<file path="config.mk">
export PLATFORM = sky130hd
export DESIGN_NAME = stc_timer
export DESIGN_NICKNAME = d
export VERILOG_FILES = /design/src/core/stc_pkg.sv /design/src/core/stc_clksel.sv /design/src/core/stc_capfilt.sv /design/src/core/stc_timer.sv
export SDC_FILE = /design/constraint.sdc
export NUM_CORES = 1
export LEC_CHECK = 0
export BUFFER_PORTS_ARGS = -buffer_cell sky130_fd_sc_hd__buf_2
export CAP_MARGIN = 30
export CELL_PAD_IN_SITES_DETAIL_PLACEMENT = 2
export CELL_PAD_IN_SITES_GLOBAL_PLACEMENT = 2
export CORE_AREA = 10 10 163 165
export CTS_BUF_LIST = sky130_fd_sc_hd__clkbuf_8 sky130_fd_sc_hd__clkbuf_16
export DETAILED_ROUTE_END_ITERATION = 6
export DIE_AREA = 0 0 173 175
export GPL_TIMING_DRIVEN = 0
export PLACE_DENSITY_LB_ADDON = 0.1
export SYNTH_ARGS = -nofsm -noshare
export SYNTH_HDL_FRONTEND = slang
export SYNTH_SLANG_ARGS = --single-unit
</file>
<file path="constraint.sdc">
create_clock -name clk_sys -period 5.3 [get_ports clk_sys]
set_clock_uncertainty 0.1 [all_clocks]
set_input_delay 1.06 -clock clk_sys [delete_from_list [all_inputs] [get_ports clk_sys]]
set_output_delay 1.06 -clock clk_sys [all_outputs]
set_load 0.005 [all_outputs]
</file>
<file path="src/core/stc_pkg.sv">
// Constants for the sixteen-bit timer/counter: register map, field layout,
// reset values, fixed counts and clock select codes.
// Assumes a 32-bit APB slave, one aligned word per byte register.
package stc_pkg;
  // ----------------------------------------
  // Register byte addresses
  // ----------------------------------------
  localparam logic [7:0] OFS_CTRL_A = 8'h00;
  localparam logic [7:0] OFS_CTRL_B = 8'h04;
  localparam logic [7:0] OFS_CNT_LO = 8'h08;
  localparam logic [7:0] OFS_CNT_HI = 8'h0c;
  localparam logic [7:0] OFS_CMPA_LO = 8'h10;
  localparam logic [7:0] OFS_CMPA_HI = 8'h14;
  localparam logic [7:0] OFS_CMPB_LO = 8'h18;
  localparam logic [7:0] OFS_CMPB_HI = 8'h1c;
  localparam logic [7:0] OFS_CAP_LO = 8'h20;
  localparam logic [7:0] OFS_CAP_HI = 8'h24;
  localparam logic [7:0] OFS_FLAG = 8'h28;
  localparam logic [7:0] OFS_MASK = 8'h2c;
  // ----------------------------------------
  // Field positions
  // ----------------------------------------
  localparam int CA_MODE_A = 6;   // bits 7:6 output action A
  localparam int CA_MODE_B = 4;   // bits 5:4 output action B
  localparam int CA_FORCE_A = 3;
  localparam int CA_FORCE_B = 2;
  localparam int CA_WAVE_LO = 0;  // bits 1:0 wave_mode_bit1:0
  localparam int CB_NOISE = 7;
  localparam int CB_EDGE = 6;
  localparam int CB_CMP_SRC = 5;
  localparam int CB_WAVE_HI = 3;  // bits 4:3 wave_mode_bit3:2
  localparam int CB_CS = 0;       // bits 2:0 clock_select_field
  localparam int FL_OVF = 0;
  localparam int FL_MATCH_B = 1;
  localparam int FL_MATCH_A = 2;
  localparam int FL_CAPT = 3;
  // ----------------------------------------
  // Reset values and fixed counts
  // ----------------------------------------
  localparam logic [7:0] RST_BYTE = 8'h00;
  localparam logic [15:0] RST_WORD = 16'h0000;
  localparam logic [15:0] CNT_BOTTOM = 16'h0000;
  localparam logic [15:0] CNT_MAX = 16'hffff;
  localparam logic [15:0] TOP_8BIT = 16'h00ff;
  localparam logic [15:0] TOP_9BIT = 16'h01ff;
  localparam logic [15:0] TOP_10BIT = 16'h03ff;
  localparam int NOISE_SAMPLES = 4;
  // ----------------------------------------
  // Clock select codes
  // ----------------------------------------
  localparam logic [2:0] CS_NONE = 3'h0;
  localparam logic [2:0] CS_DIRECT = 3'h1;
  localparam logic [2:0] CS_DIV8 = 3'h2;
  localparam logic [2:0] CS_DIV64 = 3'h3;
  localparam logic [2:0] CS_DIV256 = 3'h4;
  localparam logic [2:0] CS_DIV1024 = 3'h5;
  localparam logic [2:0] CS_EXT_FALL = 3'h6;
  localparam logic [2:0] CS_EXT_RISE = 3'h7;
endpackage

</file>
<file path="src/core/stc_clksel.sv">
// Clock select stage: turns the chosen source into one-cycle timer ticks.
// Assumes prescaler taps arrive as one-cycle pulses from a shared prescaler.
`timescale 1ns/100ps
module stc_clksel
  import stc_pkg::*;
(
  input wire logic clk_sys,
  input wire logic reset_n,
  input wire logic [2:0] clock_select_field,
  input wire logic [3:0] presc_tick,
  input wire logic ext_clock_pin,
  output logic timer_tick
);
  import stc_pkg::*;
  logic sync1_ff, sync2_ff, sync3_ff;
  logic ext_rise, ext_fall;

  // Two-stage synchroniser, third stage feeds the edge detector only
  always_ff @(posedge clk_sys or negedge reset_n) begin
    if (!reset_n) begin
      sync1_ff <= 1'b0;
      sync2_ff <= 1'b0;
      sync3_ff <= 1'b0;
    end else begin
      sync1_ff <= ext_clock_pin;
      sync2_ff <= sync1_ff;
      sync3_ff <= sync2_ff;
    end
  end
  assign ext_rise = sync2_ff & ~sync3_ff;
  assign ext_fall = ~sync2_ff & sync3_ff;

  always_comb begin
    case (clock_select_field)
      CS_NONE: timer_tick = 1'b0;
      CS_DIRECT: timer_tick = 1'b1;
      CS_DIV8: timer_tick = presc_tick[0];
      CS_DIV64: timer_tick = presc_tick[1];
      CS_DIV256: timer_tick = presc_tick[2];
      CS_DIV1024: timer_tick = presc_tick[3];
      CS_EXT_FALL: timer_tick = ext_fall;
      CS_EXT_RISE: timer_tick = ext_rise;
      default: timer_tick = 1'b0;
    endcase
  end
endmodule // stc_clksel

</file>
<file path="src/core/stc_capfilt.sv">
// Capture trigger path: source select, optional noise canceller, edge pick.
// Assumes the comparator output is already synchronous to clk_sys.
`timescale 1ns/100ps
module stc_capfilt
  import stc_pkg::*;
#(
  parameter int SAMPLES = NOISE_SAMPLES
) (
  input wire logic clk_sys,
  input wire logic reset_n,
  input wire logic capture_input_pin,
  input wire logic comparator_out,
  input wire logic use_comparator,
  input wire logic noise_enable,
  input wire logic rising_edge,
  output logic capture_event
);
  import stc_pkg::*;
  logic sync1_ff, sync2_ff;
  logic [SAMPLES-1:0] hist_ff;
  logic filt_ff, prev_ff;
  logic src, nxt_filt;

  always_ff @(posedge clk_sys or negedge reset_n) begin
    if (!reset_n) begin
      sync1_ff <= 1'b0;
      sync2_ff <= 1'b0;
    end else begin
      sync1_ff <= capture_input_pin;
      sync2_ff <= sync1_ff;
    end
  end

  assign src = use_comparator ? comparator_out : sync2_ff;
  // Filter costs SAMPLES cycles of latency in exchange for spike rejection
  assign nxt_filt = !noise_enable ? src :
                    (&hist_ff) ? 1'b1 : (~|hist_ff) ? 1'b0 : filt_ff;

  always_ff @(posedge clk_sys or negedge reset_n) begin
    if (!reset_n) begin
      hist_ff <= '0;
      filt_ff <= 1'b0;
      prev_ff <= 1'b0;
    end else begin
      hist_ff <= {hist_ff[SAMPLES-2:0], src};
      filt_ff <= nxt_filt;
      prev_ff <= filt_ff;
    end
  end
  assign capture_event = rising_edge ? (filt_ff & ~prev_ff) : (~filt_ff & prev_ff);
endmodule // stc_capfilt

</file>
<file path="src/core/stc_timer.sv">
// Sixteen-bit timer/counter with two compare channels and one capture channel.
// Assumes APB master, shared prescaler taps and comparator outside this block.
//
// Added by the designer: the APB interface to the registers and the register addresses.
`timescale 1ns/100ps
module stc_timer
  import stc_pkg::*;
(
  input wire logic clk_sys,
  input wire logic reset_n,
  input wire logic psel,
  input wire logic penable,
  input wire logic pwrite,
  input wire logic [7:0] paddr,
  input wire logic [31:0] pwdata,
  output logic [31:0] prdata,
  output logic pready,
  output logic pslverr,
  input wire logic [3:0] presc_tick,
  input wire logic ext_clock_pin,
  input wire logic capture_input_pin,
  input wire logic comparator_out,
  input wire logic [3:0] irq_ack,
  output logic [3:0] irq_req,
  output logic compare_out_a,
  output logic compare_out_a_oe,
  output logic compare_out_b,
  output logic compare_out_b_oe
);
  import stc_pkg::*;

  // ----------------------------------------
  // Helpers
  // ----------------------------------------
  typedef enum {WAVE_PLAIN, WAVE_FAST, WAVE_DUAL} stc_wclass_t;

  function automatic stc_wclass_t wave_class(input logic [3:0] m);
    case (m)
      4'd0, 4'd4, 4'd12, 4'd13: wave_class = WAVE_PLAIN;
      4'd5, 4'd6, 4'd7, 4'd14, 4'd15: wave_class = WAVE_FAST;
      default: wave_class = WAVE_DUAL;
    endcase
  endfunction

  function automatic logic [15:0] top_of(input logic [3:0] m, input logic [15:0] ra,
                                         input logic [15:0] rc);
    case (m)
      4'd1, 4'd5: top_of = TOP_8BIT;
      4'd2, 4'd6: top_of = TOP_9BIT;
      4'd3, 4'd7: top_of = TOP_10BIT;
      4'd4, 4'd9, 4'd11, 4'd15: top_of = ra;
      4'd8, 4'd10, 4'd12, 4'd14: top_of = rc;
      default: top_of = CNT_MAX;
    endcase
  endfunction

  // Next compare pin level for one channel
  function automatic logic wave_next(input stc_wclass_t c, input logic [1:0] act,
                                     input logic cur, input logic hit, input logic top,
                                     input logic up, input logic tog_ok);
    logic lvl;
    lvl = (act == 2'd3);
    wave_next = cur;
    case (c)
      WAVE_PLAIN: begin
        if (hit) begin
          wave_next = (act == 2'd1) ? ~cur : lvl;
        end
      end
      WAVE_FAST: begin
        if (act == 2'd1) begin
          wave_next = (hit && tog_ok) ? ~cur : cur;
        end else if (hit) begin
          wave_next = lvl;
        end else if (top) begin
          wave_next = ~lvl;
        end
      end
      default: begin
        if (act == 2'd1) begin
          wave_next = (hit && tog_ok) ? ~cur : cur;
        end else if (hit) begin
          wave_next = up ? lvl : ~lvl;
        end
      end
    endcase
  endfunction

  // ----------------------------------------
  // State
  // ----------------------------------------
  logic [7:0] ctrl_a_ff, ctrl_b_ff, mask_ff, temp_ff;
  logic [3:0] flag_ff;
  logic [15:0] cnt_ff, ocra_buf_ff, ocra_act_ff, ocrb_buf_ff, ocrb_act_ff, icr_ff;
  logic up_ff, out_a_ff, out_b_ff;
  logic [31:0] prdata_ff;

  // ----------------------------------------
  // Decode
  // ----------------------------------------
  wire logic [3:0] wave_mode = {ctrl_b_ff[CB_WAVE_HI+1:CB_WAVE_HI],
                                ctrl_a_ff[CA_WAVE_LO+1:CA_WAVE_LO]};
  stc_wclass_t wclass;
  assign wclass = wave_class(wave_mode);
  wire logic [1:0] act_a = ctrl_a_ff[CA_MODE_A+1:CA_MODE_A];
  wire logic [1:0] act_b = ctrl_a_ff[CA_MODE_B+1:CA_MODE_B];
  wire logic [15:0] top_val = top_of(wave_mode, ocra_act_ff, icr_ff);
  wire logic at_top = (cnt_ff == top_val);
  wire logic at_bot = (cnt_ff == CNT_BOTTOM);
  wire logic at_max = (cnt_ff == CNT_MAX);
  wire logic pfc = (wave_mode == 4'd8) || (wave_mode == 4'd9);
  wire logic a_is_top = (wave_mode == 4'd9) || (wave_mode == 4'd11) ||
                        (wave_mode == 4'd15) || (wave_mode == 4'd4);
  wire logic icr_is_top = (wave_mode == 4'd8) || (wave_mode == 4'd10) ||
                          (wave_mode == 4'd12) || (wave_mode == 4'd14);
  wire logic a_pwm_off = a_is_top && (wclass != WAVE_PLAIN);

  wire logic acc = psel & penable;
  wire logic wr = acc & pwrite;
  wire logic rd = acc & ~pwrite;
  // Temp latches in the same cycle as the low byte, so a running count reads whole
  wire logic rd_setup = psel & ~penable & ~pwrite;
  wire logic [7:0] wbyte = pwdata[7:0];
  wire logic mapped = (paddr[1:0] == 2'b00) && (paddr <= OFS_MASK);
  wire logic wr_cnt = wr && (paddr == OFS_CNT_LO);
  wire logic wr_cmpa = wr && (paddr == OFS_CMPA_LO);
  wire logic wr_cmpb = wr && (paddr == OFS_CMPB_LO);
  wire logic wr_icr = wr && (paddr == OFS_CAP_LO);
  wire logic [15:0] wword = {temp_ff, wbyte};
  wire logic hi_wr = wr && (paddr == OFS_CNT_HI || paddr == OFS_CMPA_HI ||
                            paddr == OFS_CMPB_HI || paddr == OFS_CAP_HI);
  wire logic force_a = wr && (paddr == OFS_CTRL_A) && wbyte[CA_FORCE_A] &&
                       (wclass == WAVE_PLAIN);
  wire logic force_b = wr && (paddr == OFS_CTRL_A) && wbyte[CA_FORCE_B] &&
                       (wclass == WAVE_PLAIN);

  // ----------------------------------------
  // Clock select and capture trigger
  // ----------------------------------------
  logic timer_tick, cap_evt;

  stc_clksel u_clksel (
    .clk_sys(clk_sys),
    .reset_n(reset_n),
    .clock_select_field(ctrl_b_ff[CB_CS+2:CB_CS]),
    .presc_tick(presc_tick),
    .ext_clock_pin(ext_clock_pin),
    .timer_tick(timer_tick)
  );

  stc_capfilt #(.SAMPLES(NOISE_SAMPLES)) u_capfilt (
    .clk_sys(clk_sys),
    .reset_n(reset_n),
    .capture_input_pin(capture_input_pin),
    .comparator_out(comparator_out),
    .use_comparator(ctrl_b_ff[CB_CMP_SRC]),
    .noise_enable(ctrl_b_ff[CB_NOISE]),
    .rising_edge(ctrl_b_ff[CB_EDGE]),
    .capture_event(cap_evt)
  );

  // ----------------------------------------
  // Count sequence
  // ----------------------------------------
  wire logic hit_a = timer_tick && (cnt_ff == ocra_act_ff);
  wire logic hit_b = timer_tick && (cnt_ff == ocrb_act_ff);
  wire logic do_cap = cap_evt && !icr_is_top;
  wire logic ovf_evt = timer_tick && ((wclass == WAVE_DUAL) ? at_bot :
                       (wave_mode == 4'd0) ? at_max : at_top);
  wire logic buf_load = (wclass == WAVE_PLAIN) ||
                        (timer_tick && (pfc ? at_bot : at_top));
  logic [15:0] nxt_cnt;
  logic nxt_up;

  always_comb begin
    nxt_cnt = cnt_ff;
    nxt_up = up_ff;
    if (wr_cnt) begin
      nxt_cnt = wword;
    end else if (timer_tick) begin
      if (wclass == WAVE_DUAL) begin
        if (up_ff && at_top) begin
          nxt_up = 1'b0;
          nxt_cnt = cnt_ff - 16'h0001;
        end else if (!up_ff && at_bot) begin
          nxt_up = 1'b1;
          nxt_cnt = cnt_ff + 16'h0001;
        end else begin
          nxt_cnt = up_ff ? cnt_ff + 16'h0001 : cnt_ff - 16'h0001;
        end
      end else if (at_top && wave_mode != 4'd0) begin
        nxt_cnt = CNT_BOTTOM;
      end else begin
        nxt_cnt = cnt_ff + 16'h0001;                   // wraps at max
      end
    end
  end

  always_ff @(posedge clk_sys or negedge reset_n) begin
    if (!reset_n) begin
      cnt_ff <= RST_WORD;
      up_ff <= 1'b1;
    end else begin
      cnt_ff <= nxt_cnt;
      up_ff <= nxt_up;
    end
  end

  // ----------------------------------------
  // Compare, capture and waveform
  // ----------------------------------------
  always_ff @(posedge clk_sys or negedge reset_n) begin
    if (!reset_n) begin
      ocra_buf_ff <= RST_WORD;
      ocrb_buf_ff <= RST_WORD;
      ocra_act_ff <= RST_WORD;
      ocrb_act_ff <= RST_WORD;
      icr_ff <= RST_WORD;
      out_a_ff <= 1'b0;
      out_b_ff <= 1'b0;
    end else begin
      ocra_buf_ff <= wr_cmpa ? wword : ocra_buf_ff;
      ocrb_buf_ff <= wr_cmpb ? wword : ocrb_buf_ff;
      // Plain modes copy through at once; PWM modes only at the update point
      ocra_act_ff <= buf_load ? (wr_cmpa ? wword : ocra_buf_ff) : ocra_act_ff;
      ocrb_act_ff <= buf_load ? (wr_cmpb ? wword : ocrb_buf_ff) : ocrb_act_ff;
      icr_ff <= wr_icr ? wword : (do_cap ? cnt_ff : icr_ff);
      out_a_ff <= wave_next(wclass, act_a, out_a_ff, hit_a | force_a,
                            timer_tick & at_top, up_ff, a_is_top);
      out_b_ff <= wave_next(wclass, act_b, out_b_ff, hit_b | force_b,
                            timer_tick & at_top, up_ff, 1'b0);
    end
  end

  assign compare_out_a = out_a_ff;
  assign compare_out_b = out_b_ff;
  // Toggle on match is the only action left when A sets the top in a PWM mode
  assign compare_out_a_oe = (act_a != 2'd0) && !(a_pwm_off && act_a != 2'd1);
  assign compare_out_b_oe = (act_b != 2'd0);

  // ----------------------------------------
  // Flags and masks
  // ----------------------------------------
  wire logic [3:0] flag_set = {do_cap, hit_a, hit_b, ovf_evt};
  wire logic [3:0] flag_clr = irq_ack |
                              ((wr && paddr == OFS_FLAG) ? wbyte[3:0] : 4'h0);

  always_ff @(posedge clk_sys or negedge reset_n) begin
    if (!reset_n) begin
      flag_ff <= 4'h0;
    end else begin
      flag_ff <= flag_set | (flag_ff & ~flag_clr);  // Set wins over clear
    end
  end
  assign irq_req = flag_ff & mask_ff[3:0];

  // ----------------------------------------
  // APB slave
  // ----------------------------------------
  logic [31:0] rd_mux;

  // Read data sampled in setup so the access phase answers from a flop
  always_comb begin
    case (paddr)
      OFS_CTRL_A: rd_mux = {24'h000000, ctrl_a_ff};
      OFS_CTRL_B: rd_mux = {24'h000000, ctrl_b_ff};
      OFS_CNT_LO: rd_mux = {24'h000000, cnt_ff[7:0]};
      OFS_CNT_HI: rd_mux = {24'h000000, temp_ff};
      OFS_CMPA_LO: rd_mux = {24'h000000, ocra_buf_ff[7:0]};
      OFS_CMPA_HI: rd_mux = {24'h000000, ocra_buf_ff[15:8]};
      OFS_CMPB_LO: rd_mux = {24'h000000, ocrb_buf_ff[7:0]};
      OFS_CMPB_HI: rd_mux = {24'h000000, ocrb_buf_ff[15:8]};
      OFS_CAP_LO: rd_mux = {24'h000000, icr_ff[7:0]};
      OFS_CAP_HI: rd_mux = {24'h000000, temp_ff};
      OFS_FLAG: rd_mux = {28'h0000000, flag_ff};
      OFS_MASK: rd_mux = {24'h000000, mask_ff};
      default: rd_mux = 32'h00000000;
    endcase
  end

  always_ff @(posedge clk_sys or negedge reset_n) begin
    if (!reset_n) begin
      ctrl_a_ff <= RST_BYTE;
      ctrl_b_ff <= RST_BYTE;
      mask_ff <= RST_BYTE;
      temp_ff <= RST_BYTE;
      prdata_ff <= 32'h00000000;
    end else begin
      // Force bits are strobes and never stored
      if (wr && paddr == OFS_CTRL_A) ctrl_a_ff <= wbyte & 8'hf3;
      if (wr && paddr == OFS_CTRL_B) ctrl_b_ff <= wbyte & 8'hff;
      if (wr && paddr == OFS_MASK) mask_ff <= wbyte & 8'h0f;
      if (hi_wr) begin
        temp_ff <= wbyte;
      end else if (rd_setup && paddr == OFS_CNT_LO) begin
        temp_ff <= cnt_ff[15:8];
      end else if (rd_setup && paddr == OFS_CAP_LO) begin
        temp_ff <= icr_ff[15:8];
      end
      if (psel && !penable) prdata_ff <= rd_mux;
    end
  end

  assign prdata = prdata_ff;
  assign pready = 1'b1;
  assign pslverr = acc && !mapped;
endmodule // stc_timer

</file>
# ---- Yosys cells after proc, flatten, opt, wreduce, memory -nomap -nowiden
# Memory sizes are Yosys's and may differ from the RTL's.
# Index checks and enable logic that the tools add are counted.
dict set report totals {
  ff_bits 172
  rom_bits 32
  inputBits 56
  out_inout_bits 42
  elab_cells 225
  mem_count 1
}
# memory words width rd rd_ports_with_merged_regs write_ports line_no
set memory_table {}
lappend memory_table {{(no name shown)} 16 2 1 0 0 stc_timer.sv:38} ;# case (m)
dict set report op_classes {
  addsub 2
  magnitude_cmp 1
  eq_ne 49
  mux 47
  bitwise 27
  reduce_logical 75
}
# operator count
set ops {}
lappend ops {{$mux 16} 11}
lappend ops {{$pmux 8 s11} 1}
lappend ops {{$pmux 16 s5} 1}
lappend ops {{$logic_not 32->1} 2}
lappend ops {{$eq 16x16->1} 3}
lappend ops {{$eq 32x1->1 const B} 1}
lappend ops {{$eq 32x3->1 const B} 1}
lappend ops {{$eq 8x5->1 const B} 4}
lappend ops {{$eq 8x6->1 const B} 4}
lappend ops {{$reduce_bool 32->1} 1}
lappend ops {{$logic_and 1x1->1} 30}
lappend ops {{$eq 4x4->1 const B} 7}
lappend ops {{$mux 1} 27}
lappend ops {{$mux 8} 3}
lappend ops {{$add 16x1->16 const B} 1}
lappend ops {{$eq 16x16->1 const B} 1}
lappend ops {{$eq 4x3->1 const B} 4}
lappend ops {{$eq 8x4->1 const B} 2}
lappend ops {{$logic_not 16->1} 1}
lappend ops {{$sub 16x1->16 const B} 1}
lappend ops {{$eq 3x3->1 const B} 4}
lappend ops {{$reduce_bool 3->1} 4}
lappend ops {{$reduce_or 4->1} 3}
lappend ops {{$logic_or 1x1->1} 11}
lappend ops {{32 further kinds} 73}

# ---- Depth between registers and ports, before layout
# Gate-level depths: netlist of run 1.
dict set report logic_depth {
  depth_word 10
  ltp_mapped 13
  depth_no_buf 11
}

# ---- Cells and area by module
# Synthesis of run 1 repeated with hierarchy kept, for this count alone.
dict set report hier_totals {
  hier_cells 981
  area_unflattened_um2 9233.9
}
# mod instances cells_per_inst area_each_um2 seq_area_each_um2
set modules_own_cells {}
lappend modules_own_cells {stc_timer 1 952 8833.5 3429.5}
lappend modules_own_cells {stc_capfilt 1 17 256.5 200.2}
lappend modules_own_cells {stc_clksel 1 12 143.9 75.1}

# ---- Worst setup path before layout of run 1
# OpenSTA, ideal clock, no wires.
dict set report synth_timing {
  path_type {input to register}
  startpoint {input port paddr[3]}
  endpoint {register out_a_ff, in the netlist compare_out_a}
  arrival_time_ps 3326
  required_ps 5075
  path_slack_ps 1750
  stages 10
  path_cell_list {or4_1 -> clkbuf_1 -> nor2_1 -> nand2_1 -> o32a_1 -> nor3_1 -> a211oi_1 -> a21oi_1 -> nand3_1 -> mux2_2}
}
dict set report synth_via {
  elab_chain_len 9
}
# item line_no
set synth_lines {}
lappend synth_lines {{start, declared} stc_timer.sv:14} ;# input wire logic [7:0] paddr,
lappend synth_lines {{$logic_not 8->1 *} stc_timer.sv:132} ;# wire logic force_a = wr && (paddr == OFS_CTRL_A) && wbyte[CA_FORCE_A] &&
lappend synth_lines {{$logic_and 1x1->1 * (3 in a row)} stc_timer.sv:132}
lappend synth_lines {{$or 1x1->1 *} stc_timer.sv:228} ;# out_a_ff <= wave_next(wclass, act_a, out_a_ff, hit_a | force_a,
lappend synth_lines {{$logic_and 1x1->1} {stc_timer.sv:72, stc_timer.sv:81}}
lappend synth_lines {{$mux 1} n/a}
lappend synth_lines {{$mux 1 (on tied branches)} n/a}
lappend synth_lines {{$pmux 1 s2} stc_timer.sv:64} ;# case (c)
lappend synth_lines {{end signal, assigned} stc_timer.sv:228}
lappend synth_lines {{end, declared} stc_timer.sv:95} ;# logic up_ff, out_a_ff, out_b_ff;
# Every way passes the cells marked *; elsewhere a longest branch is shown, timed or not.
# A chain may end at the register's enable or synchronous reset.

# ---- Worst setup path in the final report of run 1
dict set report layout_timing {
  startpoint {register cnt_ff[1]}
  endpoint {register cnt_ff[9]}
}
dict set report layout_via {
  elab_chain_len 7
}
# item line_no
set layout_lines {}
lappend layout_lines {{start, declared} stc_timer.sv:94} ;# logic [15:0] cnt_ff, ocra_buf_ff, ocra_act_ff, ocrb_buf_ff, ocrb_act_ff, icr_ff;
lappend layout_lines {{start signal, assigned} stc_timer.sv:204} ;# cnt_ff <= nxt_cnt;
lappend layout_lines {{$sub 16x1->16 (tied with other cells)} {stc_timer.sv:184, stc_timer.sv:189}}
lappend layout_lines {{$mux 16 or $logic_and 1x1->1 (tied branches)} {stc_timer.sv:189, stc_timer.sv:185}}
lappend layout_lines {{$mux 16} stc_timer.sv:185} ;# end else if (!up_ff && at_bot) begin
lappend layout_lines {{$mux 16} stc_timer.sv:182} ;# if (up_ff && at_top) begin
lappend layout_lines {{$mux 16 *} stc_timer.sv:181} ;# if (wclass == WAVE_DUAL) begin
lappend layout_lines {{$mux 16 *} stc_timer.sv:180} ;# end else if (timer_tick) begin
lappend layout_lines {{$mux 16 *} stc_timer.sv:178} ;# if (wr_cnt) begin
# Every way passes the cells marked *; elsewhere a longest branch is shown, timed or not. The select of a mux whose other input is x is not followed.

==> results by group, run 1 <==
Power
  – Cell-internal power: 2.15 mW
  – Sequential power share: 39.2%
  – Leakage Power: 4.75 nW
  – Peak supply drop: 201 uV
  – PwrDens: 318 mW/mm^2
  – Comb power frac: 22.9%
  – Net switching power: 1.19 mW
  – Switching Fraction: 35.6%
  – Clock power frac: 37.9%

GRT
  – Gr usage total: 25.6%
  – Antenna violations before repair: 2
  – Vias in the first global route: 9105
  – First-pass GRT wire length: 59.1 mm
  – Remaining global-route overflow: 0
  – Pin count of the biggest net entering global routing: 78

Status
  – Outcome: complete, no violations

Floorplan
  – Cell Rows: 56
  – Core area: 0.0233 sq mm
  – Die height: 175 microns
  – Die footprint: 0.0303 sq mm
  – I/O pin cnt: 98
  – Die Width: 173 microns
  – Initial Util: 39.2%

Worst setup path
  – Worst Path Arrival: 5.03 ns
  – Worst setup EP type: flop
  – Worst Path Required: 5.54 ns
  – CP max FO: 10
  – Crit path capture: cnt_ff[9]
  – R2R Path Start: cnt_ff[1]
  – Reg2reg end: cnt_ff[9]
  – Startpoint Class: flop
  – Crit path from: cnt_ff[1]
  – Flop-to-flop setup slack: 0.50 ns
  – Worst r2r path cells: 13
  – Setup CP Type: flop to flop

Layout
  – Most frequent cells in the layout: dfrtp_1 (147), mux2_2 (84), nand2_1 (73)
  – Post-route cell area: 0.0105 sq mm
  – Share of layout cells above drive strength 1: 20.2%
  – Layout fillers: 2587
  – Most common cell after layout, fill and taps aside: dfrtp_1
  – Layout area overhead: 15.0%
  – Net count, final: 1118

Drt
  – Vias per cell: 6.02
  – # DRC: 0
  – Pre-antenna DRT Iters: 5
  – 1st-iter DRT viols: 702
  – Routed wire length: 39.1 mm
  – DRT antenna net count: 0
  – Via count: 8389
  – DR WL/cell: 28.0 microns

Placed design
  – Gpl congestion: 0.909
  – PortBufs: 45
  – Pre-CTS setup slack: 0.644 ns
  – Post-place instance area: 0.00989 sq mm
  – Post-DP HPWL: 28.9 mm

Synthesis
  – FF+latch count, synth: 148
  – Syn. warnings: 0
  – Post-synth EDFFs: 0
  – Cell variety after synth: 76
  – Share of async-settable or async-resettable flops after synthesis: 100%
  – Main synth FF type: dfrtp_1
  – Synthesized area: 0.00912 sq mm
  – Sequential share of the synthesized area: 40.6%
  – Avg Cell Area, Syn: 9.41 sq um
  – Cells after synthesis: 969

Timing
  – RSZ-0062 raised after global routing: no
  – PnR worst setup slack: 0.504 ns
  – Slew margin rel.: 34.0%
  – Fin crit period: 4.80 ns
  – Post-Route Setup TNS: 0 ns
  – Final Hold Fails: 0
  – Final Max Slew Viols: 0
  – Fmax: 0.209 GHz
  – Least-Margin Pin Slew: 0.984 ns
  – Final setup viols: 0
  – Period utilisation layout: 90.5%

Min path
  – Worst hold start: u_capfilt.sync1_ff
  – Worst min-delay path class: flop to flop
  – Hold path cells: 0

Clock network
  – CTS Sinks: 148
  – TritonCTS clock tree: done
  – Clk buf depth: 2
  – Worst-path clk slew: 0.07 ns
  – Num CTS Buffers: 17
  – H-Tree Depth: 4
  – Hold buffer count at CTS: 0
  – Clock root buffer: clkbuf_16
  – CTS resizes: 0
  – Clk_lat worst skew: 0.44 ns
  – # Post-CTS Setup Buffers: 0

Flow run
  – Maxcap violations: 0
## flip-flops by register name, indices dropped and copies added, names as in the netlist, 4 cells and up
name	cells
cnt_ff	16
ctrl_a_ff	6
ctrl_b_ff	8
flag_ff	4
icr_ff	16
mask_ff	4
ocra_act_ff	16
ocra_buf_ff	16
ocrb_act_ff	16
ocrb_buf_ff	16
prdata	8
temp_ff	8
u_capfilt.hist_ff	4
## per-layer routing
layer,global-route usage [%],share of wire (%),vias to the layer above
li1,-,-,3694
met1,33.2,44,4305
met5,0,0,-
met2,41.7,47,312
met4,8.91,3.0,0
met3,5.26,6.5,78
## power groups by stage
| stage | sequential, mW | combinational, mW | clock (mW) |
|---|---|---|---|
| after global routing | 1.32 | 0.833 | 1.33 |
| after floorplan | 1.29 | 0.485 | 0 |
| after CTS | 1.31 | 0.758 | 1.27 |
| after detailed placement | 1.33 | 0.749 | 0 |
| final | 1.31 | 0.766 | 1.27 |
| after global placement | 1.32 | 0.731 | 0 |
## logic make-up (layout without fill, tap and decap cells)
kind of cell / after synthesis / count (layout) / synth area share, %
other cells: 2 / 26 / 0.0823
xor+xnor: 48 / 48 / 4.61
fa+ha+maj: 2 / 2 / 0.274
mux: 116 / 116 / 14.0
compound gates: 244 / 244 / 17.7
simple gates: 296 / 296 / 16.6
flops: 148 / 148 / 40.6
buf+inv: 113 / 194 / 6.10
## how the worst min path moves through the flow
stage | end
floorplan | u_capfilt.sync2_ff
global placement | u_capfilt.sync2_ff
detailed placement | u_capfilt.sync2_ff
CTS | u_capfilt.sync2_ff
global route | u_clksel.sync2_ff
finish | u_capfilt.sync2_ff
## worst max-delay path, cell delays in order, from the launching register on
cell and delay, ns:
dfrtp_1 0.40, clkbuf_1 0.30, inv_1 0.32, ha_1 0.30, nor4b_1 0.71, and3_1 0.27, clkbuf_1 0.25, or3b_2 0.58
nand2b_1 0.25, nand2_2 0.28, o21a_1 0.20, buf_2 0.29, a221oi_1 0.17, nor3_1 0.28
## layout make-up
cell class | instances | area [sq um] | share of cell area (%)
Buffer | 85 | 452 | 4.31
Sequential cell | 148 | 3700 | 35.3
Timing Repair Buffer | 49 | 285 | 2.72
Inverter | 28 | 105 | 1.00
Antenna cell | 1 | 2.50 | 0.0239
Multi-Input combinational cell | 731 | 4950 | 47.1
Tap cell | 319 | 399 | 3.80
Clock buffer | 18 | 439 | 4.19
Clock inverter | 14 | 158 | 1.50
## per-stage QoR
stage          utilization [%]  instances  power [mW]  hold slack [ns]
3_3_place_gp              42.3       1356        2.05            0.234
6_report                  45.1       1393        3.34            0.257
3_5_place_dp              42.5       1360        2.08            0.246
4_1_cts                   45.1       1392        3.34            0.262
5_1_grt                   45.1       1392        3.49            0.275
2_1_floorplan                -        992        1.77            0.231
## synth_stat cells, types with 26 or more instances
| library cell | count | area, sq um |
|---|---|---|
| nor3_1 | 26 | 130 |
| inv_1 | 27 | 101 |
| xor2_1 | 40 | 350 |
| dfrtp_1 | 147 | 3680 |
| nor2_1 | 70 | 263 |
| mux2i_1 | 30 | 300 |
| o21ai_0 | 58 | 290 |
| a22oi_1 | 26 | 195 |
| nand3_1 | 27 | 135 |
| nand2_1 | 73 | 274 |
| clkbuf_1 | 45 | 169 |
| mux2_2 | 84 | 946 |
| a21oi_1 | 40 | 200 |
No activity file was read; power rests on OpenSTA's default activity.
==> run 2, diff against run 1 <==
Settings changed: BUFFER_PORTS_ARGS -buffer_cell sky130_fd_sc_hd__buf_2 to unset, CORE_AREA 10 10 163 165 to 10 10 120 204, DIE_AREA 0 0 173 175 to 0 0 130 214, DONT_BUFFER_PORTS set to 1.
==> results by group, run 2 (same netlist as run 1, synthesis figures left out) <==
Floorplan
  – Die Width: 130 microns
  – Core area: 0.0211 sq mm
  – Die footprint: 0.0278 sq mm
  – Cell Rows: 71
  – I/O pin cnt: 98
  – Die height: 214 microns
  – Initial Util: 43.1%

Timing
  – Least-Margin Pin Slew: 0.975 ns
  – Fmax: 0.205 GHz
  – Slew margin rel.: 34.7%
  – Period utilisation layout: 92.1%
  – Final Max Slew Viols: 0
  – Post-Route Setup TNS: 0 ns
  – Final setup viols: 0
  – Final Hold Fails: 0
  – RSZ-0062 raised after global routing: no
  – Fin crit period: 4.88 ns

Drt
  – DRT antenna net count: 0
  – Via count: 8403
  – # DRC: 0
  – 1st-iter DRT viols: 598
  – Vias per cell: 6.55
  – DR WL/cell: 31.3 microns
  – Pre-antenna DRT Iters: 5
  – Routed wire length: 40.1 mm

Power
  – Peak supply drop: 215 uV
  – Leakage Power: 4.54 nW
  – PwrDens: 328 mW/mm^2

Status
  – Outcome: complete, no violations

Clock network
  – CTS Sinks: 148
  – CTS resizes: 0
  – # Post-CTS Setup Buffers: 0
  – Clk_lat worst skew: 0.45 ns
  – Num CTS Buffers: 17
  – Clock root buffer: clkbuf_16
  – Clk buf depth: 2
  – H-Tree Depth: 4
  – Hold buffer count at CTS: 0
  – Worst-path clk slew: 0.06 ns
  – TritonCTS clock tree: done

GRT
  – Remaining global-route overflow: 0
  – Pin count of the biggest net entering global routing: 149
  – Antenna violations before repair: 0
  – First-pass GRT wire length: 60.1 mm
  – Vias in the first global route: 9451
  – Gr usage total: 29.1%

Worst setup path
  – R2R Path Start: cnt_ff[1]
  – Worst r2r path cells: 13
  – Worst Path Required: 5.55 ns
  – Flop-to-flop setup slack: 0.42 ns
  – Worst setup EP type: flop
  – CP max stage delay: 0.77 ns
  – Most Frequent Cell on Critical Path: clkbuf_1
  – Worst Path Arrival: 5.13 ns
  – CP max FO: 10
  – Startpoint Class: flop
  – Reg2reg end: cnt_ff[11]
  – CP max-delay cell: nor4b_1
  – Top delay family on crit path: simple AND/OR/NAND/NOR gates
  – Cells along the critical path: clkbuf_1 > inv_1 > ha_1 > nor4b_1 > and3_1 > clkbuf_1 > or3b_2 > nand2b_1 > nand2_2 > o21a_1 > buf_2 > a221oi_1 > nor3_1
  – Setup CP Type: flop to flop
  – CP Buf/Inv Count: 4

Min path
  – Worst min-delay path class: input port to asynchronous set/reset pin

Flow run
  – Maxcap violations: 0

Layout
  – Layout area overhead: 11.5%
  – N_diodes: 0
  – Net count, final: 1073
  – Share of layout cells above drive strength 1: 16.7%
  – Non-Filler Instances: 1282
  – Most common cell after layout, fill and taps aside: dfrtp_1
  – Most frequent cells in the layout: dfrtp_1 (147), mux2_2 (84), nand2_1 (73)

Placed design
  – Gpl congestion: 0.952
  – Post-DP HPWL: 29.8 mm
  – PortBufs: 0
  – Placed Instances: 1251
## run 2: cell type report
class | instances | area, sq um
repair buffers | 4 | 35.0
clock inverters | 12 | 155
multi-input cells | 731 | 4950
clock buffers | 19 | 453
well taps | 255 | 319
fillers | 2340 | 11000
plain buffers | 85 | 452
inverters | 28 | 105
flip-flops and latches | 148 | 3700
## run 2: how the worst max path moves through the flow
stage	depth (start not counted)	from	to	slack, ns
2_1_floorplan	10	paddr[3]	compare_out_a	1.75
3_3_place_gp	13	cnt_ff[0]	cnt_ff[11]	0.55
3_5_place_dp	13	cnt_ff[0]	cnt_ff[11]	0.51
4_1_cts	13	cnt_ff[0]	cnt_ff[11]	0.50
5_1_grt	13	cnt_ff[1]	cnt_ff[11]	0.18
6_report	13	cnt_ff[1]	cnt_ff[11]	0.42
## run 2: per-layer routing
| metal | track usage [%] | part of all wire (%) |
|---|---|---|
| met5 | 0 | 0 |
| met4 | 21.0 | 7.6 |
| met3 | 5.10 | 4.4 |
| met2 | 51.8 | 53 |
| met1 | 29.3 | 35 |
## run 2: through the flow
step	power, mW	hold slack, ns	utilization, %	setup WS [ns]	area [sq um]
2_1_floorplan	1.77	0.231	-	1.75	9210
3_3_place_gp	2.01	0.231	45.1	0.546	9530
3_5_place_dp	2.04	0.242	45.2	0.514	9560
4_1_cts	3.33	0.188	48.1	0.499	10200
5_1_grt	3.46	0.189	48.1	0.185	10200
6_report	3.33	0.204	48.1	0.420	10200
## run 2: power breakdown
| group | total, mW | switching, mW | internal (mW) |
|---|---|---|---|
| sequential | 1.31 | 0.0945 | 1.22 |
| combinational | 0.739 | 0.498 | 0.240 |
| clock | 1.28 | 0.522 | 0.763 |
==> run 3, diff against run 2 <==
Settings changed: CORE_AREA 10 10 120 204 to 2 2 112 196, DIE_AREA 0 0 130 214 to 0 0 114 198.
==> results by group, run 3 (same netlist as run 1, synthesis figures left out) <==
Timing
  – Period utilisation layout: 91.0%
  – Final setup viols: 0
  – Fin crit period: 4.82 ns
  – Slew margin rel.: 37.9%
  – Fmax: 0.207 GHz
  – RSZ-0062 raised after global routing: no
  – Final Hold Fails: 0
  – Final Max Slew Viols: 0
  – Post-Route Setup TNS: 0 ns
  – Least-Margin Pin Slew: 0.932 ns

Drt
  – Via count: 8468
  – 1st-iter DRT viols: 596
  – DR WL/cell: 30.8 microns
  – Pre-antenna DRT Iters: 5
  – Vias per cell: 6.60
  – # DRC: 0
  – DRT antenna net count: 0
  – Routed wire length: 39.5 mm

Clock network
  – Clk_lat worst skew: 0.45 ns
  – Clock root buffer: clkbuf_16
  – Hold buffer count at CTS: 0
  – TritonCTS clock tree: done
  – Num CTS Buffers: 17
  – CTS resizes: 0
  – Worst-path clk slew: 0.07 ns
  – CTS Sinks: 148
  – Clk buf depth: 2
  – # Post-CTS Setup Buffers: 0
  – H-Tree Depth: 4

Power
  – Leakage Power: 4.51 nW
  – Peak supply drop: 212 uV
  – PwrDens: 318 mW/mm^2

Worst setup path
  – Worst setup EP type: flop
  – Startpoint Class: flop
  – Worst Path Arrival: 5.08 ns
  – Setup CP Type: flop to flop
  – CP max FO: 10
  – Worst Path Required: 5.56 ns

Floorplan
  – I/O pin cnt: 98
  – Die footprint: 0.0226 sq mm
  – Die height: 198 microns
  – Initial Util: 43.1%
  – Die Width: 114 microns
  – Core area: 0.0211 sq mm
  – Cell Rows: 71

Layout
  – Post-Route Utilization: 47.8%
  – Net count, final: 1073
  – Most common cell after layout, fill and taps aside: dfrtp_1
  – N_diodes: 0
  – Layout fillers: 2322
  – Layout area overhead: 10.8%
  – Share of layout cells above drive strength 1: 16.5%
  – Most frequent cells in the layout: dfrtp_1 (147), mux2_2 (84), nand2_1 (73)

GRT
  – Gr usage total: 35.8%
  – Pin count of the biggest net entering global routing: 149
  – Remaining global-route overflow: 0
  – First-pass GRT wire length: 58.0 mm
  – Vias in the first global route: 9193
  – Antenna violations before repair: 0

Min path
  – Worst min-delay path class: input port to asynchronous set/reset pin

Flow run
  – Maxcap violations: 0

Placed design
  – Gpl congestion: 0.968
  – Post-DP HPWL: 29.0 mm
  – PortBufs: 0

Status
  – Outcome: complete, no violations
-- run 3: where the power goes --
part           switching [mW]  internal [mW]
sequential             0.0944           1.22
combinational           0.490          0.240
clock                   0.553          0.616
-- run 3: worst paths after layout --
check	from	end	slack (ns)	cells after the start
max	cnt_ff[1]	cnt_ff[4]	0.48	13
max reg2reg	cnt_ff[1]	cnt_ff[4]	0.48	13
min in group clk_sys	u_clksel.sync1_ff	u_clksel.sync2_ff	0.25	0
max in group asynchronous	reset_n	cnt_ff[1]	4.61	0
min	reset_n	ocra_act_ff[14]	0.20	0
min reg2reg	u_clksel.sync1_ff	u_clksel.sync2_ff	0.25	0
-- run 3: worst max-delay path: stages, from the launching register on --
cell and delay, ns:
dfrtp_1 0.38, clkbuf_1 0.33, inv_1 0.35, ha_1 0.29, nor4b_1 0.75, and3_1 0.29, clkbuf_1 0.23, or3b_2 0.58
nand2b_1 0.27, nand2_2 0.28, o21a_1 0.19, buf_2 0.27, a221oi_1 0.13, a311oi_1 0.28
-- run 3: per-stage QoR --
stage | power, mW | cells | setup slack [ns] | hold WS [ns] | instance area (sq um)
finish | 3.21 | 1283 | 0.475 | 0.201 | 10100
floorplan | 1.77 | 992 | 1.75 | 0.231 | 9210
detailed placement | 2.03 | 1251 | 0.517 | 0.239 | 9560
global placement | 2.00 | 1247 | 0.532 | 0.232 | 9530
global route | 3.33 | 1283 | 0.181 | 0.185 | 10100
CTS | 3.21 | 1283 | 0.486 | 0.190 | 10100
-- run 3: cell type report --
class	count	area, sq um	share of cell area, %
Multi-Input combinational cell	731	4950	48.9
Sequential cell	148	3700	36.7
Buffer	85	452	4.47
Clock buffer	18	439	4.35
Tap cell	255	319	3.16
Clock inverter	14	105	1.04
Inverter	28	105	1.04
Timing Repair Buffer	4	35.0	0.347
-- run 3: routing by layer --
metal  global-route usage (%)  up-vias  share of wire, %  routed length (microns)
met5                        0        -                 0                        0
met4                     27.7        0               8.5                     3360
met3                     5.36      157               3.8                     1500
met2                     64.2      340                53                    20700
met1                     36.5     4366                35                    13900
li1                         -     3605                 -                        -
